### src/design/lio_defs.svh
`ifndef LIO_DEFS_SVH
`define LIO_DEFS_SVH
`define LIO_ADDR_OD_PORT     3'h0
`define LIO_ADDR_PWM_PORT    3'h1
`define LIO_ADDR_IN_PORT     3'h2
`define LIO_ADDR_SEC_PORT    3'h3
`define LIO_ADDR_SIX_PORT    3'h4
`define LIO_ADDR_PWM_EN      3'h5
`define LIO_ADDR_SYSCTL0     3'h6
`define LIO_ADDR_SYSCTL1     3'h7
`define LIO_LATCH_RST        8'hff
`define LIO_SIX_RST          6'h3f
`define LIO_CTL_RST          8'h00
`define LIO_SC0_ODD_EVEN_BIT 0
`define LIO_SC0_VSYNC_OUTPUT_ENABLE_BIT    1
`define LIO_SC0_P7_ALT_BIT   2
`define LIO_SC1_A17_BIT      0
`define LIO_SC1_A18_BIT      1
`define LIO_SC1_RW_BIT       2
`define LIO_SC1_A19_BIT      3
`define LIO_PULSE_NS         4
`define LIO_CLK_NS           4
`define LIO_PULSE_CYC        ((`LIO_PULSE_NS + `LIO_CLK_NS - 1) / `LIO_CLK_NS)
`endif

### src/design/lio_pkg.sv
package lio_pkg;
   typedef logic [7:0] lio_byte_t;
   typedef enum logic [1:0]
   {
      LIO_RD_PIN   = 2'b00,
      LIO_RD_LATCH = 2'b01,
      LIO_RD_CTL   = 2'b10
   } lio_rd_e;
endpackage : lio_pkg

### src/design/lio_ports.sv
`timescale 1ns/1ps
`default_nettype none
`include "lio_defs.svh"
// How it works
// RULE_01 - 34 pins: three bytes, six-bit, four-bit input
// RULE_02 - each pin independently input or output anytime; here the four in_pin_i pins of the four-bit port are inputs only
// RULE_03 - plain read returns latch AND pin
// RULE_04 - read-modify-write reads the latch
// RULE_05 - latch one makes pin an input
// RULE_06 - software writes ones to input bits
// RULE_07 - asynchronous pin inputs accepted
// RULE_08 - reset loads all latches with ones
// RULE_09 - listed instructions read the latch
// RULE_10 - bit update rewrites whole latch byte
// RULE_11 - open-drain port floats on latch one
// RULE_12 - one-clock strong pull on zero-to-one
// RULE_13 - port one bits selectable as PWM outputs
// RULE_14 - secondary inputs delivered only when latch one
// RULE_15 - secondary controls follow input-programmed pins
// RULE_16 - secondary functions selected per pin
// RULE_17 - keep secondary bit six high at reset release
// RULE_18 - two-stage synchroniser on every pin input
// RULE_19 - six-bit port address and strobe mapping
module lio_ports
(
   input  wire logic       mclk_i,
   input  wire logic       reset_n_i,
   input  wire logic       ce_i,
   input  wire logic [2:0] addr_i,
   input  wire logic [7:0] wdata_i,
   input  wire logic       wr_i,
   input  wire logic       rd_i,
   input  wire logic       rmw_i,
   input  wire logic       bit_wr_i,
   input  wire logic [2:0] bit_sel_i,
   input  wire logic       bit_val_i,
   output logic      [7:0] rdata_o,
   input  wire logic [7:0] od_pin_i,
   output logic      [7:0] od_pin_o,
   output logic      [7:0] od_pin_oe_o,
   input  wire logic [7:0] pwm_pin_i,
   output logic      [7:0] pwm_pin_o,
   output logic      [7:0] pwm_pin_oe_o,
   input  wire logic [7:0] pwm_val_i,
   input  wire logic [3:0] in_pin_i,
   input  wire logic [7:0] sec_pin_i,
   output logic      [7:0] sec_pin_o,
   output logic      [7:0] sec_pin_oe_o,
   input  wire logic       txd_i,
   input  wire logic       odd_even_i,
   output logic      [7:0] sec_func_o,
   input  wire logic [5:0] six_pin_i,
   output logic      [5:0] six_pin_o,
   output logic      [5:0] six_pin_oe_o,
   input  wire logic [2:0] hi_addr_i,
   input  wire logic       rd_strobe_i,
   input  wire logic       wr_strobe_i,
   input  wire logic       vsync_i,
   output logic            vsync_in_o
);
   // Six-bit port: bits 0..4 are pins 0..4, bit 5 is pin 7.
   lio_pkg::lio_byte_t open_drain_port;
   lio_pkg::lio_byte_t pwm_capable_port;
   lio_pkg::lio_byte_t secondary_function_port;
   logic [5:0]         six_bit_port;
   lio_pkg::lio_byte_t pwm_output_enable;
   lio_pkg::lio_byte_t system_control_0;
   lio_pkg::lio_byte_t system_control_1;
   logic [34:0]        sync1; // RULE_01
   logic [34:0]        sync2;
   logic [7:0]         pulse_pwm;
   logic [7:0]         pulse_sec;
   logic [5:0]         pulse_six;
   lio_pkg::lio_byte_t next_latch;
   lio_pkg::lio_byte_t cur_latch;
   lio_pkg::lio_byte_t pin_val;
   logic               wr_any;

   // Pin byte for an address, synchronised view.
   function automatic lio_pkg::lio_byte_t pin_byte(input logic [2:0] a,
                                                    input logic [33:0] s);
      case (a)
         `LIO_ADDR_OD_PORT:  pin_byte = s[7:0];
         `LIO_ADDR_PWM_PORT: pin_byte = s[15:8];
         `LIO_ADDR_IN_PORT:  pin_byte = {4'h0, s[19:16]};
         `LIO_ADDR_SEC_PORT: pin_byte = s[27:20];
         `LIO_ADDR_SIX_PORT: pin_byte = {s[33], 2'h0, s[32:28]};
         default:            pin_byte = 8'h00;
      endcase
   endfunction : pin_byte

   // All pins pass two flops before use. RULE_07
   always_ff @(posedge mclk_i or negedge reset_n_i)
   begin
      if (!reset_n_i)
      begin
         sync1 <= '1;
         sync2 <= '1;
      end
      else if (ce_i)
      begin
         sync1 <= {vsync_i, six_pin_i, sec_pin_i, in_pin_i, pwm_pin_i, od_pin_i}; // RULE_18
         sync2 <= sync1; // RULE_07 RULE_18
      end
   end

   always_comb
   begin
      case (addr_i)
         `LIO_ADDR_OD_PORT:  cur_latch = open_drain_port;
         `LIO_ADDR_PWM_PORT: cur_latch = pwm_capable_port;
         `LIO_ADDR_SEC_PORT: cur_latch = secondary_function_port;
         `LIO_ADDR_SIX_PORT: cur_latch = {six_bit_port[5], 2'h3, six_bit_port[4:0]};
         default:            cur_latch = 8'hff;
      endcase
      pin_val = pin_byte(addr_i, sync2[33:0]);
      next_latch = bit_wr_i ? cur_latch : wdata_i;
      if (bit_wr_i)
      begin
         next_latch[bit_sel_i] = bit_val_i; // RULE_10
      end
   end

   assign wr_any = ce_i && (wr_i || bit_wr_i);

   // Latches reset to ones, so all pins start as inputs except six-bit pins 0, 1 and 4, which drive hi_addr_i. RULE_08
   always_ff @(posedge mclk_i or negedge reset_n_i)
   begin
      if (!reset_n_i)
      begin
         open_drain_port         <= `LIO_LATCH_RST; // RULE_08
         pwm_capable_port        <= `LIO_LATCH_RST;
         secondary_function_port <= `LIO_LATCH_RST;
         six_bit_port            <= `LIO_SIX_RST;
         pwm_output_enable       <= `LIO_CTL_RST;
         system_control_0        <= `LIO_CTL_RST;
         system_control_1        <= `LIO_CTL_RST;
      end
      else if (wr_any)
      begin
         case (addr_i)
            `LIO_ADDR_OD_PORT:  open_drain_port <= next_latch; // RULE_02
            `LIO_ADDR_PWM_PORT: pwm_capable_port <= next_latch;
            `LIO_ADDR_SEC_PORT: secondary_function_port <= next_latch;
            `LIO_ADDR_SIX_PORT: six_bit_port <= {next_latch[7], next_latch[4:0]};
            `LIO_ADDR_PWM_EN:   pwm_output_enable <= next_latch;
            `LIO_ADDR_SYSCTL0:  system_control_0 <= next_latch;
            `LIO_ADDR_SYSCTL1:  system_control_1 <= next_latch;
            default:            ;
         endcase
      end
   end

   // One-cycle strong drive on a written zero-to-one change. RULE_12
   always_ff @(posedge mclk_i or negedge reset_n_i)
   begin
      if (!reset_n_i)
      begin
         pulse_pwm <= '0;
         pulse_sec <= '0;
         pulse_six <= '0;
      end
      else if (ce_i)
      begin
         pulse_pwm <= (wr_any && addr_i == `LIO_ADDR_PWM_PORT) ? // RULE_12
                      (next_latch & ~pwm_capable_port) : 8'h00;
         pulse_sec <= (wr_any && addr_i == `LIO_ADDR_SEC_PORT) ?
                      (next_latch & ~secondary_function_port) : 8'h00;
         pulse_six <= (wr_any && addr_i == `LIO_ADDR_SIX_PORT) ?
                      ({next_latch[7], next_latch[4:0]} & ~six_bit_port) : 6'h00;
      end
   end

   // Plain reads see latch AND pin; modify reads see the latch.
   always_ff @(posedge mclk_i or negedge reset_n_i)
   begin
      if (!reset_n_i)
      begin
         rdata_o <= 8'h00;
      end
      else if (ce_i && rd_i)
      begin
         if (addr_i >= `LIO_ADDR_PWM_EN)
         begin
            rdata_o <= (addr_i == `LIO_ADDR_PWM_EN) ? pwm_output_enable :
                       (addr_i == `LIO_ADDR_SYSCTL0) ? system_control_0 : system_control_1;
         end
         else if (rmw_i)
         begin
            rdata_o <= cur_latch; // RULE_04 RULE_09
         end
         else
         begin
            rdata_o <= cur_latch & pin_val; // RULE_03
         end
      end
   end

   // Pin drivers: low when latch zero, high pulse, else released. RULE_05 RULE_11
   always_ff @(posedge mclk_i or negedge reset_n_i)
   begin
      if (!reset_n_i)
      begin
         od_pin_o     <= '0;
         od_pin_oe_o  <= '0;
         pwm_pin_o    <= '0;
         pwm_pin_oe_o <= '0;
         sec_pin_o    <= '0;
         sec_pin_oe_o <= '0;
         six_pin_o    <= '0;
         six_pin_oe_o <= '0;
         sec_func_o   <= '0;
         vsync_in_o   <= 1'b0;
      end
      else if (ce_i)
      begin
         od_pin_o    <= 8'h00;
         od_pin_oe_o <= ~open_drain_port; // RULE_11
         for (int i = 0; i < 8; i++)
         begin
            if (pwm_output_enable[i]) // RULE_13 RULE_16
            begin
               pwm_pin_o[i]    <= pwm_val_i[i];
               pwm_pin_oe_o[i] <= 1'b1;
            end
            else
            begin
               pwm_pin_o[i]    <= pulse_pwm[i];
               pwm_pin_oe_o[i] <= pulse_pwm[i] | ~pwm_capable_port[i]; // RULE_05
            end
            sec_pin_o[i]    <= pulse_sec[i];
            sec_pin_oe_o[i] <= pulse_sec[i] | ~secondary_function_port[i];
            // Alternate inputs reach peripherals only while the latch holds one.
            sec_func_o[i]   <= secondary_function_port[i] & sync2[20 + i]; // RULE_14 RULE_15
         end
         if (system_control_0[`LIO_SC0_ODD_EVEN_BIT])
         begin
            sec_pin_o[0]    <= odd_even_i;
            sec_pin_oe_o[0] <= 1'b1;
         end
         // Transmit uses output mode: pin one follows the serial line while its latch holds zero.
         if (!secondary_function_port[1])
         begin
            sec_pin_o[1]    <= txd_i; // RULE_14
            sec_pin_oe_o[1] <= 1'b1;
         end
         for (int j = 0; j < 6; j++)
         begin
            six_pin_o[j]    <= pulse_six[j];
            six_pin_oe_o[j] <= pulse_six[j] | ~six_bit_port[j];
         end
         if (!system_control_1[`LIO_SC1_A17_BIT]) // RULE_19
         begin
            six_pin_o[0]    <= hi_addr_i[0];
            six_pin_oe_o[0] <= 1'b1;
         end
         if (!system_control_1[`LIO_SC1_A18_BIT])
         begin
            six_pin_o[1]    <= hi_addr_i[1];
            six_pin_oe_o[1] <= 1'b1;
         end
         if (!system_control_1[`LIO_SC1_A19_BIT])
         begin
            six_pin_o[4]    <= hi_addr_i[2];
            six_pin_oe_o[4] <= 1'b1;
         end
         if (system_control_1[`LIO_SC1_RW_BIT]) // RULE_19
         begin
            six_pin_o[2]    <= rd_strobe_i;
            six_pin_oe_o[2] <= 1'b1;
            six_pin_o[3]    <= wr_strobe_i;
            six_pin_oe_o[3] <= 1'b1;
         end
         if (system_control_0[`LIO_SC0_VSYNC_OUTPUT_ENABLE_BIT])
         begin
            six_pin_o[5]    <= system_control_0[`LIO_SC0_P7_ALT_BIT] ? odd_even_i : sync2[34];
            six_pin_oe_o[5] <= 1'b1;
         end
         vsync_in_o <= sync2[33] & six_bit_port[5];
      end
   end
endmodule : lio_ports
`default_nettype wire

### config.mk
export PLATFORM = sky130hd
export DESIGN_NAME = lio_ports
export DESIGN_NICKNAME = d
export VERILOG_FILES = /design/src/design/lio_pkg.sv /design/src/design/lio_ports.sv
export VERILOG_INCLUDE_DIRS = /design/src /design/src/design
export SDC_FILE = /design/constraint.sdc
export NUM_CORES = 1
export LEC_CHECK = 0
export BUFFER_PORTS_ARGS = -buffer_cell sky130_fd_sc_hd__buf_2
export CAP_MARGIN = 0
export CORE_ASPECT_RATIO = 1.1
export CORE_MARGIN = 5
export CORE_UTILIZATION = 40
export CTS_CLUSTER_DIAMETER = 30
export DETAILED_ROUTE_END_ITERATION = 10
export PLACE_DENSITY_LB_ADDON = 0.15
export SLEW_MARGIN = 15
export SYNTH_ARGS = -nofsm -noshare
export SYNTH_HDL_FRONTEND = slang
export SYNTH_SLANG_ARGS = --single-unit
### constraint.sdc
create_clock -name mclk_i -period 1.8 [get_ports mclk_i]
set_input_delay 0 -clock mclk_i [delete_from_list [all_inputs] [get_ports mclk_i]]
set_output_delay 0 -clock mclk_i [all_outputs]
set_load 0.005 [all_outputs]
# == Yosys cells after proc, flatten, opt, wreduce, memory -nomap -nowiden ==
# Cells that the tools add are included.
# classes
n_lt_le_gt_ge,3
eq_ne,7
mux,45
bitwise,61
n_reduce_logical,15
# op_table
operator,n
$mux 8,8
$pmux 8 s5,1
$pmux 8 s4,1
$mux 1,30
$and 8x8->8,3
$not 8->8,3
$not 1->1,22
$or 1x1->1,22
$reduce_and 2->1,7
$eq 3x3->1 const B,4
$and 1x1->1,9
$bwmux 8,1
$and 6x6->6,1
$eq 3x2->1 const B,2
$logic_and 1x1->1,6
$mux 6,1
$not 6->6,1
$lt 3x4->1 const B,1
$mux 2,2
$demux 1 s3,1
$eq 3x1->1 const B,1
$ge 3x1->1 const B,1
$ge 3x3->1 const B,1
$logic_not 3->1,1
$logic_or 1x1->1,1
# word_totals
regBits,215
in_bits,72
out_inout_bits,77
word_cells,153

# == Logic depth before layout (Yosys ltp) ==
# logic_depth
ltp_word,8
ltp_mapped,7
mapped_depth_nobuf,4

# == Least setup slack after synthesis ==
# No wires, ideal clock.
# synth_path
path_kind,register to register
startpoint,register six_bit_port[2]
endpoint,register pulse_pwm[2]
setup_time_ns,0.096
t_arrival_ns,1.356
required_ns,1.704
setup_slack_ns,0.348
path_stages_with_launch,5
n_path_buf,0
period_less_slack_ns,1.452
path_cell_list,dfstp_2 > mux2i_1 > a221oi_2 > o22ai_2 > o32ai_2
# synth_via
elab_chain_len,6
# synth_lines
item,line,text
start: declaration,lio_ports.sv:65,logic [5:0] six_bit_port;
start signal: assignment,lio_ports.sv:134,six_bit_port <= `LIO_SIX_RST;
start signal: assignment,lio_ports.sv:145,"`LIO_ADDR_SIX_PORT: six_bit_port <= {next_latch[7], next_latch[4:0]};"
$pmux 8 s4 *,lio_ports.sv:109,case (addr_i)
$mux 8 *,lio_ports.sv:117,next_latch = bit_wr_i ? cur_latch : wdata_i;
$bwmux 8,lio_ports.sv:120,next_latch[bit_sel_i] = bit_val_i;
$mux 8 *,lio_ports.sv:118,if (bit_wr_i)
$and 8x8->8 *,lio_ports.sv:166,(next_latch & ~pwm_capable_port) : 8'h00;
$mux 8 *,lio_ports.sv:165,pulse_pwm <= (wr_any && addr_i == `LIO_ADDR_PWM_PORT) ?
end signal: assignment,lio_ports.sv:165,
end: declaration,lio_ports.sv:71,logic [7:0] pulse_pwm;
# Mark *: on every way between the ends. The rest lies on a longest branch, timed or not.
# A chain may end at the register's enable or synchronous reset.

# == Worst setup path after layout ==
# layout_path
startpoint,register pwm_capable_port[6]
endpoint,register pwm_output_enable[6]
# layout_via
elab_chain_len,4
# layout_lines
item,line,text
start: declaration,lio_ports.sv:63,lio_pkg::lio_byte_t pwm_capable_port;
start signal: assignment,lio_ports.sv:132,pwm_capable_port <= `LIO_LATCH_RST;
start signal: assignment,lio_ports.sv:143,`LIO_ADDR_PWM_PORT: pwm_capable_port <= next_latch;
$pmux 8 s4 *,lio_ports.sv:109,
$mux 8 *,lio_ports.sv:117,
$bwmux 8,lio_ports.sv:120,
$mux 8 *,lio_ports.sv:118,
end signal: assignment,lio_ports.sv:135,pwm_output_enable <= `LIO_CTL_RST;
end signal: assignment,lio_ports.sv:146,`LIO_ADDR_PWM_EN: pwm_output_enable <= next_latch;
end: declaration,lio_ports.sv:66,lio_pkg::lio_byte_t pwm_output_enable;
# Marked as above.

==> results_dict.tcl <==
set metrics [dict create \
    grt.overflow.total 0 \
    coreArea_mm2 0.0244 \
    status "completed" \
    die_h_um 175 \
    finalMaxSlewViolations 0 \
    netSwitchingFraction_pct 25.8 \
    path_cells "mux2i_1, a311oi_2, o22ai_2, buf_4, o21ai_1" \
    antennaDiodeCount 0 \
    netlist_top_cells_count "115 x dfrtp_1, 100 x dfstp_2, 80 x mux2_2, 70 x nor2_1, 63 x nand2_1" \
    p_comb_share_pct 13.4 \
    first_global_vias 7766 \
    hold_class "in -> reg" \
    syn_inst 853 \
    synth_top_cells_by_area "dfrtp_1 29%, dfstp_2 27%, mux2_2 9.1%, mux2i_1 3.2%, nor2_1 2.7%" \
    hold_viol 0 \
    reg.largest.list "sync1 x35, sync2 x35" \
    h-tree-depth 2 \
    worst_pin_slew_ns 0.780 \
    ys_seq_area_share_pct 55.8 \
    dominantRegCellSynth "dfrtp_1" \
    power_density_mw_per_mm2 1350 \
    finClkSkew_ns 0.0113 \
    initial_core_util_pct 40.4 \
    r2r_setup_slack_ns 0.11 \
    synth_edf_count 0 \
    synthDominantCellAreaShare_pct 29.2 \
    drc 0 \
    row_count 60 \
    grt_max_degree 66 \
    drt_iter0_drc 669 \
    tns_ns 0 \
    place_inst 1298 \
    crit_path_end_kind "register" \
    maxCapViolCount 0 \
    portBuffers 140 \
    p_sw_mw 4.70 \
    wl_um 29500 \
    drive_above_1_share_pct 42.3 \
    cts_resized 0 \
    irDropWorstVdd_v 0.000809 \
    drt-vias-per-instance 5.27 \
    multi_input_area_mm2 0.00390 \
    design.die.area_mm2 0.0279 \
    cts_buffers 46 \
    ys_seq_elements 215 \
    clock_path_buffers 3 \
    ios 149 \
    clkTransAtPathRegs_ns 0.05 \
    gp_congestion 0.920 \
    drt_first_pass_iters 5 \
    wire_per_inst_um 20.4 \
    fin_crit_ns 1.69 \
    syn_area_mm2 0.00986 \
    cpMaxStageDelayCell "dfstp_2" \
    synth_cell_types 76 \
    cp_max_fo 5 \
    period_share_pct 94.1 \
    fin_cells 1446 \
    fmax_ghz 0.591 \
    clock-sinks 215 \
    yosysTopAreaCell "dfrtp_1" \
    track_usage_pct 21.2 \
    yosysWarnings 0 \
    holdBufCountCts 62 \
    areaGrowthSynthToFinish_pct 36.0 \
    ant_nets 0 \
    intPower_mw 13.5 \
    die_x_um 160 \
    fillers 2099 \
    avgSynthCellArea_um2 11.6 \
    clkPwrFrac_pct 49.8 \
    nets 1170 \
    seqPwrFrac_pct 36.8 \
    dp_hpwl_um 20800 \
    power_leakage_nw 5.87 \
    worstSkewPairLatency_ns 0.52 \
    crit_arrival_ns 2.13 \
    post_cts_buffers 0 \
    antenna_found_initial 0 \
    async_reset_ff_share_pct 100 \
    rsz0062_at_grt "false" \
    cts_tree "yes" \
    required_ns 2.24 \
    slowest_delay_ns 0.56 \
    root_buffer "clkbuf_16" \
    crit_type "reg -> reg" \
    max-slew-margin-rel_pct 47.8 \
    grt_pass1_wl_um 46400 \
    num_vias 7618 \
    regArea_mm2 0.00551 \
    startpoint_type "register" \
    report.final.setup_viol 0 \
    yosysMostFrequentCell "dfrtp_1" \
]
-- final timing paths --
path                       cells after the start           startpoint                   end
setup reg to reg                               5  pwm_capable_port[6]  pwm_output_enable[6]
hold reg to reg                                2       od_pin_oe_o[3]        od_pin_oe_o[3]
max in group asynchronous                      3            reset_n_i            rdata_o[0]
min in group asynchronous                      2            reset_n_i             sync1[34]
hold / removal                                 3           wdata_i[1]   system_control_0[1]
setup / recovery                               5  pwm_capable_port[6]  pwm_output_enable[6]
-- per-stage QoR --
stage | hold WS [ns] | instance area [um^2] | setup slack [ns] | utilization, % | total power, mW
CTS | 0.00656 | 13400 | 0.122 | 55.0 | 18.4
floorplan | -0.296 | 9890 | 0.348 | - | 7.80
finish | 0.00665 | 13400 | 0.107 | 55.0 | 18.2
global route | 0.0331 | 13400 | 0.0265 | 55.0 | 19.0
global placement | -0.0805 | 11100 | 0.0573 | 45.5 | 9.04
detailed placement | -0.0804 | 11100 | 0.0248 | 45.5 | 9.08
-- power groups by stage --
stage	Combinational, mW	Clock (mW)	Sequential (mW)
final	2.44	9.04	6.68
after global routing	2.71	9.48	6.77
after CTS	2.47	9.21	6.68
after detailed placement	2.35	0	6.74
after global placement	2.32	0	6.72
after floorplan	1.37	0	6.43
-- layout by cell type (no fill, tap or decap), drive strengths merged, types with 3 or more instances in the layout --
cell type	instances
conb	8
a21oi	33
buf	192
and3b	5
nor4bb	3
o32ai	16
o31ai	7
nor2b	11
nor2	72
o41ai	3
o2bb2ai	4
a41oi	3
dlygate4sd3	62
clkinvlp	6
o22ai	6
o21ai	63
o221ai	3
a311oi	4
a22oi	8
dfstp	100
clkbuf	60
nor3	5
a211oi	3
mux2	90
a22o	8
nand3	12
nand3b	3
dfrtp	115
a21o	4
bufinv	8
inv	39
a221oi	5
nand2b	9
nand2	63
a31oi	20
nor3b	6
or3	5
mux2i	32
a2bb2oi	3
clkinv	9
-- cell type report --
class / count / share of cell area (%)
sequential: 215 / 41.0
clock inverter: 26 / 2.80
inverter: 36 / 1.01
tap: 310 / 2.89
timing repair buffer: 254 / 13.3
multi-input combinational: 545 / 29.0
clock buffer: 60 / 9.89
-- cell families (layout without fill, tap and decap cells) --
family,Yosys count,in the layout,share of synthesized area (%)
other cells,1,8,0.0380
mux,122,122,13.5
simple gates,203,203,10.0
compound gates,212,212,15.6
buf+inv,100,376,4.96
flops,215,215,55.8
-- critical path, delay by kind of cell, from the launching register on --
kind	cells	cell delay, ns
flops	1	0.56
mux	1	0.17
compound gates	3	0.69
buf+inv	1	0.19
-- routing by layer --
metal	track usage [%]	wire length, um
met2	34.0	13900
met3	4.20	1680
met1	29.0	13100
met4	6.58	831
met5	0	0
Power figures use the tool's default switching activity.
